[src/inc/dhc_defs.svh]
`ifndef DHC_DEFS_SVH
`define DHC_DEFS_SVH
// register byte offsets
`define DHC_CFG_OFF 12'h000
`define DHC_CTRL_OFF 12'h004
`define DHC_STAT_OFF 12'h008
`define DHC_ONTIME_OFF 12'h00C
`define DHC_RATE_OFF 12'h010
`define DHC_CH_BASE 12'h020
`define DHC_CH_STRIDE 12'h020
`define DHC_CH_MAX 12'h000
`define DHC_CH_SET 12'h004
`define DHC_CH_CNT 12'h008
`define DHC_CH_OLD 12'h00C
`define DHC_CH_OMODE 12'h010
// cfg fields
`define DHC_CFG_QUAD0 0
`define DHC_CFG_QUAD1 1
`define DHC_CFG_W32 2
`define DHC_CFG_NOASSERT 3
`define DHC_CFG_RATE 4
`define DHC_CFG_COMMKEEP 5
// ctrl fields (write: bit0/1 sw enable, 2/3 preset pulse, 4 output clear)
`define DHC_CTRL_SWEN0 0
`define DHC_CTRL_PRE0 2
`define DHC_CTRL_OCLR 4
`define DHC_CTRL_OUTDIS 5
// top counts
`define DHC_TOP16 32'h0000FFFF
`define DHC_TOP32 32'h7FFFFFFF
// timing
`define DHC_MS_NS 1000000
`define DHC_CLK_NS 10
`define DHC_MS_CYC (`DHC_MS_NS / `DHC_CLK_NS)
`define DHC_COMM_TIMEOUT_MS 100
`endif

[src/inc/dhc_pkg.sv]
package dhc_pkg;
	// output trigger mode per switch
	typedef enum logic [2:0] {
		DHC_OM_SET,
		DHC_OM_SET_LATCH,
		DHC_OM_TERM,
		DHC_OM_TERM_LATCH,
		DHC_OM_TIMED_SET,
		DHC_OM_TIMED_TERM,
		DHC_OM_BOTH
	} dhc_omode_t;
endpackage

[src/design/dhc_counter.sv]
`include "dhc_defs.svh"
module dhc_counter #(
	parameter int COMM_TIMEOUT_CYC = `DHC_COMM_TIMEOUT_MS * `DHC_MS_CYC,
	parameter int MS_CYC = `DHC_MS_CYC
) (
	// apb
	input wire logic pclk,
	input wire logic presetn,
	input wire logic psel,
	input wire logic penable,
	input wire logic pwrite,
	input wire logic [11:0] paddr,
	input wire logic [31:0] pwdata,
	output logic [31:0] prdata,
	output logic pready,
	output logic pslverr,
	// field inputs, index per channel
	input wire logic [1:0] count_in,
	input wire logic [1:0] dir_in,
	input wire logic [1:0] hw_enable,
	input wire logic channel_one_hw_preset,
	input wire logic channel_two_hw_preset,
	input wire logic [1:0] out_reset_in,
	input wire logic fuse_blown,
	input wire logic field_power_ok,
	// switched outputs and indicators
	output logic channel_one_switch_a,
	output logic channel_one_switch_b,
	output logic channel_two_switch_a,
	output logic channel_two_switch_b,
	output logic fault_led,
	output logic active_led
);
	import dhc_pkg::*;

	logic [5:0] cfg_q;
	logic [1:0] swen_q;
	logic outdis_q;
	logic [13:0] ontime_q;
	logic [15:0] rate_ms_q;
	logic [31:0] max_q [2];
	logic [31:0] set_q [2];
	logic [31:0] cnt_q [2];
	logic [31:0] old_q [2];
	logic [31:0] rate_acc_q [2];
	logic [31:0] rate_val_q [2];
	dhc_omode_t omode_q [2][2];
	logic sw_q [2][2];
	logic [1:0] auto_en;
	logic [15:0] rate_tmr_q;
	logic [31:0] ms_div_q;
	logic [31:0] on_tmr_q;
	logic [31:0] comm_tmr_q;
	logic comm_ok_q;
	logic [2:0] pre_sw;
	logic wr;
	logic [31:0] top;
	logic [2:0] fs_q [12];
	logic [11:0] fld;
	logic [1:0] pa_q;
	logic [1:0] pb_q;

	assign wr = psel && penable && pwrite;
	// limitation: channel two shares channel one's width rules; width is module-wide
	assign top = cfg_q[`DHC_CFG_W32] ? `DHC_TOP32 : `DHC_TOP16;
	assign pre_sw = {1'b0, wr && paddr == `DHC_CTRL_OFF ? pwdata[`DHC_CTRL_PRE0 +: 2] : 2'b00};

	// three-stage sync; value moves once stages two and three agree
	logic [11:0] raw;
	assign raw = {field_power_ok, fuse_blown, out_reset_in, channel_two_hw_preset,
		channel_one_hw_preset, hw_enable, dir_in, count_in};
	genvar gi;
	generate
		for (gi = 0; gi < 12; gi++)
		begin : g_sync
			always_ff @(posedge pclk or negedge presetn)
			begin
				if (!presetn)
					fs_q[gi] <= 3'b000;
				else
					fs_q[gi] <= {fs_q[gi][1:0], raw[gi]};
			end
			logic flt_q;
			always_ff @(posedge pclk or negedge presetn)
			begin
				if (!presetn)
					flt_q <= 1'b0;
				else if (fs_q[gi][1] == fs_q[gi][2])
					flt_q <= fs_q[gi][2];
			end
			assign fld[gi] = flt_q;
		end
	endgenerate

	// apb register writes
	always_ff @(posedge pclk or negedge presetn)
	begin
		if (!presetn)
		begin
			cfg_q <= 6'h00;
			swen_q <= 2'b00;
			outdis_q <= 1'b0;
			ontime_q <= 14'h0000;
			rate_ms_q <= 16'h0000;
		end
		else
		begin
			if (wr)
			begin
			unique case (paddr)
				`DHC_CFG_OFF: cfg_q <= pwdata[5:0];
				`DHC_CTRL_OFF:
				begin
					swen_q <= pwdata[`DHC_CTRL_SWEN0 +: 2];
					outdis_q <= pwdata[`DHC_CTRL_OUTDIS];
				end
				`DHC_ONTIME_OFF: ontime_q <= pwdata[13:0];
				`DHC_RATE_OFF: rate_ms_q <= pwdata[15:0];
				default:
				begin
				end
			endcase
		end
		// a preset or a new maximum re-arms the software enable
		for (int c = 0; c < 2; c++)
			if (auto_en[c])
				swen_q[c] <= 1'b1;
		end
	end

	// channel logic
	generate
		for (gi = 0; gi < 2; gi++)
		begin : g_ch
			logic [11:0] base;
			logic pre_hw;
			logic pre_hw_q;
			logic step;
			logic up;
			logic run;
			logic [31:0] nxt;
			logic hit_set;
			logic hit_max;
			assign base = 12'(`DHC_CH_BASE + gi * `DHC_CH_STRIDE);
			assign pre_hw = fld[6 + gi] && !pre_hw_q;
			// quad: direction from phase order, old A against new B
			assign up = cfg_q[gi] ? !(pa_q[gi] ^ fld[2 + gi]) : fld[2 + gi];
			assign auto_en[gi] = pre_hw || pre_sw[gi] || (wr && paddr == base + `DHC_CH_MAX);
			// quad counts each edge of A and B; pulse counts A rising edges
			assign step = cfg_q[gi] ? ((fld[gi] != pa_q[gi]) || (fld[2 + gi] != pb_q[gi]))
				: (fld[gi] && !pa_q[gi]);
			assign run = step && fld[4 + gi] && swen_q[gi];
			always_comb
			begin
				nxt = cnt_q[gi];
				if (up)
					nxt = (cnt_q[gi] >= max_q[gi]) ? 32'h0 : cnt_q[gi] + 32'h1;
				else
					nxt = (cnt_q[gi] == 32'h0) ? max_q[gi] : cnt_q[gi] - 32'h1;
			end
			assign hit_set = run && nxt == set_q[gi];
			assign hit_max = run && (up ? nxt == max_q[gi] : nxt == 32'h0);
			always_ff @(posedge pclk or negedge presetn)
			begin
				if (!presetn)
				begin
					pre_hw_q <= 1'b0;
					max_q[gi] <= 32'h0;
					set_q[gi] <= 32'h0;
					cnt_q[gi] <= 32'h0;
					old_q[gi] <= 32'h0;
					omode_q[gi][0] <= DHC_OM_SET;
					omode_q[gi][1] <= DHC_OM_TERM;
				end
				else
				begin
					pre_hw_q <= fld[6 + gi];
					if (wr && paddr == base + `DHC_CH_MAX)
					begin
						max_q[gi] <= pwdata & top;
						cnt_q[gi] <= up ? 32'h0 : pwdata & top;
					end
					else if (pre_hw || pre_sw[gi])
					begin
						// software and hardware same cycle resolve identically: one preset is taken
						old_q[gi] <= cnt_q[gi];
						cnt_q[gi] <= up ? 32'h0 : max_q[gi];
					end
					else if (run)
						cnt_q[gi] <= nxt;
					if (wr && paddr == base + `DHC_CH_SET)
						set_q[gi] <= pwdata & top;
					if (wr && paddr == base + `DHC_CH_OMODE)
					begin
						omode_q[gi][0] <= dhc_omode_t'(pwdata[2:0]);
						omode_q[gi][1] <= dhc_omode_t'(pwdata[6:4]);
					end
				end
			end
			// output switches
			for (genvar o = 0; o < 2; o++)
			begin : g_out
				logic trig;
				logic latch;
				logic timed;
				always_comb
				begin
					latch = 1'b0;
					timed = 1'b0;
					unique case (omode_q[gi][o])
						DHC_OM_SET: trig = hit_set;
						DHC_OM_SET_LATCH:
						begin
							trig = hit_set;
							latch = 1'b1;
						end
						DHC_OM_TERM: trig = hit_max;
						DHC_OM_TERM_LATCH:
						begin
							trig = hit_max;
							latch = 1'b1;
						end
						DHC_OM_TIMED_SET:
						begin
							trig = hit_set;
							timed = 1'b1;
						end
						DHC_OM_TIMED_TERM:
						begin
							trig = hit_max;
							timed = 1'b1;
						end
						default: trig = hit_set || hit_max;
					endcase
				end
				always_ff @(posedge pclk or negedge presetn)
				begin
					if (!presetn)
						sw_q[gi][o] <= 1'b0;
					else if (cfg_q[`DHC_CFG_NOASSERT] || cfg_q[`DHC_CFG_RATE])
						sw_q[gi][o] <= 1'b0;
					else if (fld[8 + gi] && !(trig && latch))
						sw_q[gi][o] <= 1'b0;
					else if (trig)
						sw_q[gi][o] <= 1'b1;
					else if (latch)
						sw_q[gi][o] <= sw_q[gi][o];
					else if (wr && paddr == `DHC_CTRL_OFF && pwdata[`DHC_CTRL_OCLR])
						sw_q[gi][o] <= 1'b0;
					else if (timed)
						sw_q[gi][o] <= sw_q[gi][o] && on_tmr_q != 32'h0;
					else if (run)
						sw_q[gi][o] <= 1'b0;
				end
			end
		end
	endgenerate

	// edge history for count and phase-b inputs
	always_ff @(posedge pclk or negedge presetn)
	begin
		if (!presetn)
		begin
			pa_q <= 2'b00;
			pb_q <= 2'b00;
		end
		else
		begin
			pa_q <= fld[1:0];
			pb_q <= fld[3:2];
		end
	end

	// on-time timer, any set or terminal hit on either channel restarts it
	always_ff @(posedge pclk or negedge presetn)
	begin
		if (!presetn)
			on_tmr_q <= 32'h0;
		else if (g_ch[0].hit_set || g_ch[0].hit_max || g_ch[1].hit_set || g_ch[1].hit_max)
			on_tmr_q <= 32'(ontime_q) * 32'(MS_CYC);
		else if (on_tmr_q != 32'h0)
			on_tmr_q <= on_tmr_q - 32'h1;
	end

	// rate sample: count steps over a window of rate_ms_q ms, hold last completed value
	always_ff @(posedge pclk or negedge presetn)
	begin
		if (!presetn)
		begin
			ms_div_q <= 32'h0;
			rate_tmr_q <= 16'h0000;
			for (int c = 0; c < 2; c++)
			begin
				rate_acc_q[c] <= 32'h0;
				rate_val_q[c] <= 32'h0;
			end
		end
		else if (cfg_q[`DHC_CFG_RATE])
		begin
			ms_div_q <= (ms_div_q >= 32'(MS_CYC - 1)) ? 32'h0 : ms_div_q + 32'h1;
			if (ms_div_q >= 32'(MS_CYC - 1))
				rate_tmr_q <= rate_tmr_q + 16'h0001;
			for (int c = 0; c < 2; c++)
			begin
				if (ms_div_q >= 32'(MS_CYC - 1) && rate_tmr_q + 16'h0001 >= rate_ms_q)
				begin
					rate_val_q[c] <= rate_acc_q[c];
					rate_acc_q[c] <= 32'h0;
				end
				else if (c == 0 ? g_ch[0].run : g_ch[1].run)
					rate_acc_q[c] <= rate_acc_q[c] + 32'h1;
			end
			if (ms_div_q >= 32'(MS_CYC - 1) && rate_tmr_q + 16'h0001 >= rate_ms_q)
				rate_tmr_q <= 16'h0000;
		end
	end

	// bus watchdog: any apb access counts as contact
	always_ff @(posedge pclk or negedge presetn)
	begin
		if (!presetn)
		begin
			comm_tmr_q <= 32'h0;
			comm_ok_q <= 1'b0;
		end
		else if (psel && penable)
		begin
			comm_tmr_q <= 32'h0;
			comm_ok_q <= 1'b1;
		end
		else if (comm_tmr_q >= 32'(COMM_TIMEOUT_CYC - 1))
			comm_ok_q <= 1'b0;
		else
			comm_tmr_q <= comm_tmr_q + 32'h1;
	end

	// output stage, all registered
	logic gate;
	assign gate = !outdis_q && (comm_ok_q || cfg_q[`DHC_CFG_COMMKEEP]);
	always_ff @(posedge pclk or negedge presetn)
	begin
		if (!presetn)
		begin
			channel_one_switch_a <= 1'b0;
			channel_one_switch_b <= 1'b0;
			channel_two_switch_a <= 1'b0;
			channel_two_switch_b <= 1'b0;
			fault_led <= 1'b0;
			active_led <= 1'b0;
		end
		else
		begin
			channel_one_switch_a <= gate && sw_q[0][0];
			channel_one_switch_b <= gate && sw_q[0][1];
			channel_two_switch_a <= gate && sw_q[1][0];
			channel_two_switch_b <= gate && sw_q[1][1];
			fault_led <= fld[10] || !fld[11];
			active_led <= comm_ok_q;
		end
	end

	// apb read, zero-wait
	logic [31:0] rd;
	always_comb
	begin
		rd = 32'h0;
		unique case (paddr)
			`DHC_CFG_OFF: rd = {26'h0, cfg_q};
			`DHC_CTRL_OFF: rd = {26'h0, outdis_q, 3'b000, swen_q};
			`DHC_STAT_OFF: rd = {29'h0, comm_ok_q, fault_led, 1'b0};
			`DHC_ONTIME_OFF: rd = {18'h0, ontime_q};
			`DHC_RATE_OFF: rd = {16'h0, rate_ms_q};
			default:
			begin
				for (int c = 0; c < 2; c++)
				begin
					if (paddr == 12'(`DHC_CH_BASE + c * `DHC_CH_STRIDE + `DHC_CH_MAX))
						rd = max_q[c];
					if (paddr == 12'(`DHC_CH_BASE + c * `DHC_CH_STRIDE + `DHC_CH_SET))
						rd = set_q[c];
					if (paddr == 12'(`DHC_CH_BASE + c * `DHC_CH_STRIDE + `DHC_CH_CNT))
						rd = cfg_q[`DHC_CFG_RATE] ? rate_val_q[c] : cnt_q[c];
					if (paddr == 12'(`DHC_CH_BASE + c * `DHC_CH_STRIDE + `DHC_CH_OLD))
						rd = old_q[c];
					if (paddr == 12'(`DHC_CH_BASE + c * `DHC_CH_STRIDE + `DHC_CH_OMODE))
						rd = {25'h0, omode_q[c][1], 1'b0, omode_q[c][0]};
				end
			end
		endcase
	end
	// data captured in setup, so access phase answers at once
	always_ff @(posedge pclk or negedge presetn)
	begin
		if (!presetn)
		begin
			prdata <= 32'h0;
			pready <= 1'b0;
			pslverr <= 1'b0;
		end
		else
		begin
			if (psel && !penable)
				prdata <= rd;
			pready <= psel && !penable;
			pslverr <= 1'b0;
		end
	end
endmodule

[config.mk]
export PLATFORM = sky130hd
export DESIGN_NAME = dhc_counter
export DESIGN_NICKNAME = d
export VERILOG_FILES = /design/src/inc/dhc_pkg.sv /design/src/design/dhc_counter.sv
export VERILOG_INCLUDE_DIRS = /design/src /design/src/inc
export SDC_FILE = /design/constraint.sdc
export NUM_CORES = 2
export LEC_CHECK = 0
export BUFFER_PORTS_ARGS = -buffer_cell sky130_fd_sc_hd__buf_4
export CAP_MARGIN = 5
export CORE_MARGIN = 1
export CORE_UTILIZATION = 55
export DETAILED_ROUTE_END_ITERATION = 10
export HOLD_SLACK_MARGIN = 0.02
export MAX_ROUTING_LAYER = met4
export PLACE_DENSITY_LB_ADDON = 0.1
export SETUP_SLACK_MARGIN = 0.3
export SYNTH_ARGS = -nofsm -noshare
export SYNTH_HDL_FRONTEND = slang
export SYNTH_SLANG_ARGS = --single-unit
[constraint.sdc]
create_clock -name pclk -period 5 [get_ports pclk]
set_input_delay 1.25 -clock pclk [delete_from_list [all_inputs] [get_ports pclk]]
set_output_delay 1.25 -clock pclk [all_outputs]
set_load 0.01 [all_outputs]
==> impl_metrics.tcl <==
set metrics [dict create \
    area_growth_pct 21.5 \
    max_freq_mhz 206 \
    syn_nets 5005 \
    fin_tns_setup_ps 0 \
    worstSetupEndpointType "register" \
    fin_area_mm2 0.0518 \
    setup.worst_path.end "on_tmr_q[21]" \
    path_max_fanout 9 \
    yosys_warnings 0 \
    initial_core_util 0.558 \
    async_flop_share 1.00 \
    yosysUniqueCellTypes 98 \
    dr.pass1.iters 10 \
    grt_pass1_wl_um 262000 \
    final-hold-violation-count 0 \
    cts_sinks 641 \
    busiest_layer "met2" \
    rows 101 \
    drtIter0Drc 5622 \
    crit_path_start "cnt_q[20]" \
    run_status "finished clean" \
    antenna_found_initial 8 \
    clk-insertion-delay-late_ps 660 \
    numCtsBuffers 72 \
    mappedNetlistArea_mm2 0.0426 \
    reg2reg_depth 21 \
    cts_hold_buf 0 \
    die-area_mm2 0.0786 \
    ys_seq_area_frac 0.376 \
    seq_area_mm2 0.0161 \
    critPathArrivalTime_ps 5430 \
    root_buffer "clkbuf_16" \
    grtUsageMet3 0.0938 \
    powerDensity_mw_per_mm2 349 \
    grt_use_total 0.465 \
    final_util 0.678 \
    reg2reg_slack_ps 140 \
    ioPinCount 101 \
    avgRoutedWirePerCell_um 28.5 \
    final_cell_mix "buf_4, dfrtp_1, nand2_1, nor2_1, o21ai_0" \
    hold_path_class "reg -> reg" \
    grt_overflow_total 0 \
    die_w_um 280 \
    portBuffers 98 \
    timing.final.crit_share 0.973 \
    clkSlewWorstSetupHoldPaths_ps 60 \
    cts_tree "done" \
    final_common_cell "buf_4" \
    drtAntennaViolNets 0 \
    maxCapViolations 0 \
    syn_area_per_cell_um2 9.02 \
    ys_seq_elements 641 \
    path_class "reg -> reg" \
    slew_headroom 0.242 \
    netlist_instances 4725 \
    slew_viol_final 0 \
    grt_max_degree 104 \
    wl_um 180000 \
    fin_crit_ps 4860 \
    drc 0 \
    setup_viol 0 \
    clk_path_buf_depth 3 \
    dp_hpwl_um 137000 \
    timing.rr.start "cnt_q[20]" \
    dpl_cell_area_mm2 0.0481 \
    synth_edf_count 0 \
    synth_flop_cell "dfrtp_1" \
    rr_endpoint "on_tmr_q[21]" \
    startpoint_type "register" \
    gp_congestion 1.10 \
    required_ps 5560 \
    grt_pass1_vias 40100 \
    drive_above_1_share 0.240 \
    max-vdd-ir-drop_mv 0.319 \
    use_met1 0.608 \
    worstMarginPinSlew_ps 1130 \
    skew_ps 40.7 \
    rsz0062_at_grt "true" \
    vias 42300 \
    dieHeight_um 280 \
    multi_input_area_mm2 0.0254 \
    avgViaCountPerCell 6.71 \
    use_met2 0.672 \
    n_fill_cell 6086 \
    power.leakage_nw 23.1 \
    coreArea_mm2 0.0763 \
    final_nets 5487 \
    htreeDepth 3 \
]
sequential cells by signal, indices dropped and copies added, names as in the netlist, 36 cells and up:
name	count
cnt_q	64
fs_q	36
max_q	62
old_q	64
rate_acc_q	64
rate_val_q	64
set_q	62
cells by family (layout without fill, tap and decap cells):
logic type      after synthesis  in the layout  synth area share
xor+xnor                    281            281            0.0578
other cells                   1              9         0.0000880
fa+ha+maj                   231            231            0.0735
simple gates               1641           1642             0.189
flops                       641            641             0.376
mux                         342            342            0.0876
compound gates             1056           1056             0.168
buf+inv                     532           1070            0.0480
repair_timing:
action / CTS / global route
endpoints found under the setup margin: 36 / 38
pin swaps: 28 / 34
buffers inserted: 29 / 16
gates cloned: 1 / 2
resized for setup: 70 / 105
worst max-delay path, stage by stage, from the launching register on:
cell and delay, ps:
dfrtp_1 380, buf_4 130, buf_4 120, ha_1 160
a21o_1 190, a221oi_1 320, o211ai_1 200, a21o_1 280
buf_4 220, a21oi_2 160, a31oi_1 110, buf_4 160
xnor2_1 170, or4b_4 560, nor4_4 270, buf_4 170
nand3_4 80, o41ai_4 310, or3_4 250, clkbuf_16 180
clkbuf_16 160, mux2i_1 190
cell type report:
cell class / count / area share
clock buffers: 104 / 0.0408
clock inverters: 27 / 0.00703
well taps: 1030 / 0.0249
inverters: 225 / 0.0163
repair buffers: 714 / 0.110
multi-input cells: 3553 / 0.491
diodes: 8 / 0.000387
flip-flops and latches: 641 / 0.310
cells in the mapped netlist, types with 28 or more instances:
cell type,instances,area share
fa_1,36,0.017
o22ai_1,31,0.0046
a22oi_1,57,0.010
o221ai_1,36,0.0074
a21o_1,45,0.0079
nand4_1,87,0.013
mux2i_1,95,0.022
or4_1,33,0.0058
inv_1,224,0.020
nor3_1,128,0.015
a211oi_1,35,0.0062
xnor2_1,181,0.037
or3_1,42,0.0062
nor2_1,394,0.035
mux2_2,238,0.063
nor4_1,98,0.014
ha_1,183,0.054
o211ai_1,37,0.0065
nand2b_1,37,0.0054
o21a_1,28,0.0049
nand3_1,134,0.016
buf_1,28,0.0025
and3_1,71,0.010
clkbuf_1,267,0.024
a221oi_1,55,0.011
o21ai_0,269,0.032
xor2_1,100,0.021
a31oi_1,48,0.0070
dfrtp_1,639,0.38
and2_1,31,0.0046
nand2_1,466,0.041
a21oi_1,175,0.021
routing by layer:
| metal | up-vias | part of all wire |
|---|---|---|
| met4 | 0 | 0.068 |
| met5 | - | 0 |
| met2 | 2712 | 0.43 |
| met3 | 685 | 0.11 |
| li1 | 18200 | - |
| met1 | 20700 | 0.40 |
where the power goes:
| group | switching (mW) | total, mW | internal, mW |
|---|---|---|---|
| logic | 3.75 | 6.30 | 2.55 |
| clock network | 2.36 | 5.55 | 3.19 |
| registers | 0.494 | 6.19 | 5.70 |
stage by stage:
step	hold slack (ps)	std cells	total power, mW	worst slack [ps]
after floorplan	331	4725	9.14	297
after global placement	332	6115	11.9	-340
after detailed placement	335	6115	12.0	-357
after CTS	327	6276	17.6	232
after global routing	331	6300	18.6	72.3
final	320	6302	18.0	136
worst min path at each step:
| stage | depth (start not counted) | end | start | slack, ps |
|---|---|---|---|---|
| after floorplan | 0 | fs_q[10] | fs_q[9] | 330 |
| after global placement | 0 | fs_q[34] | fs_q[33] | 330 |
| after detailed placement | 0 | fs_q[1] | fs_q[0] | 330 |
| after CTS | 0 | fs_q[25] | fs_q[24] | 330 |
| after global routing | 0 | fs_q[34] | fs_q[33] | 330 |
| final | 0 | fs_q[34] | fs_q[33] | 320 |
(Power assumes the default switching activity.)
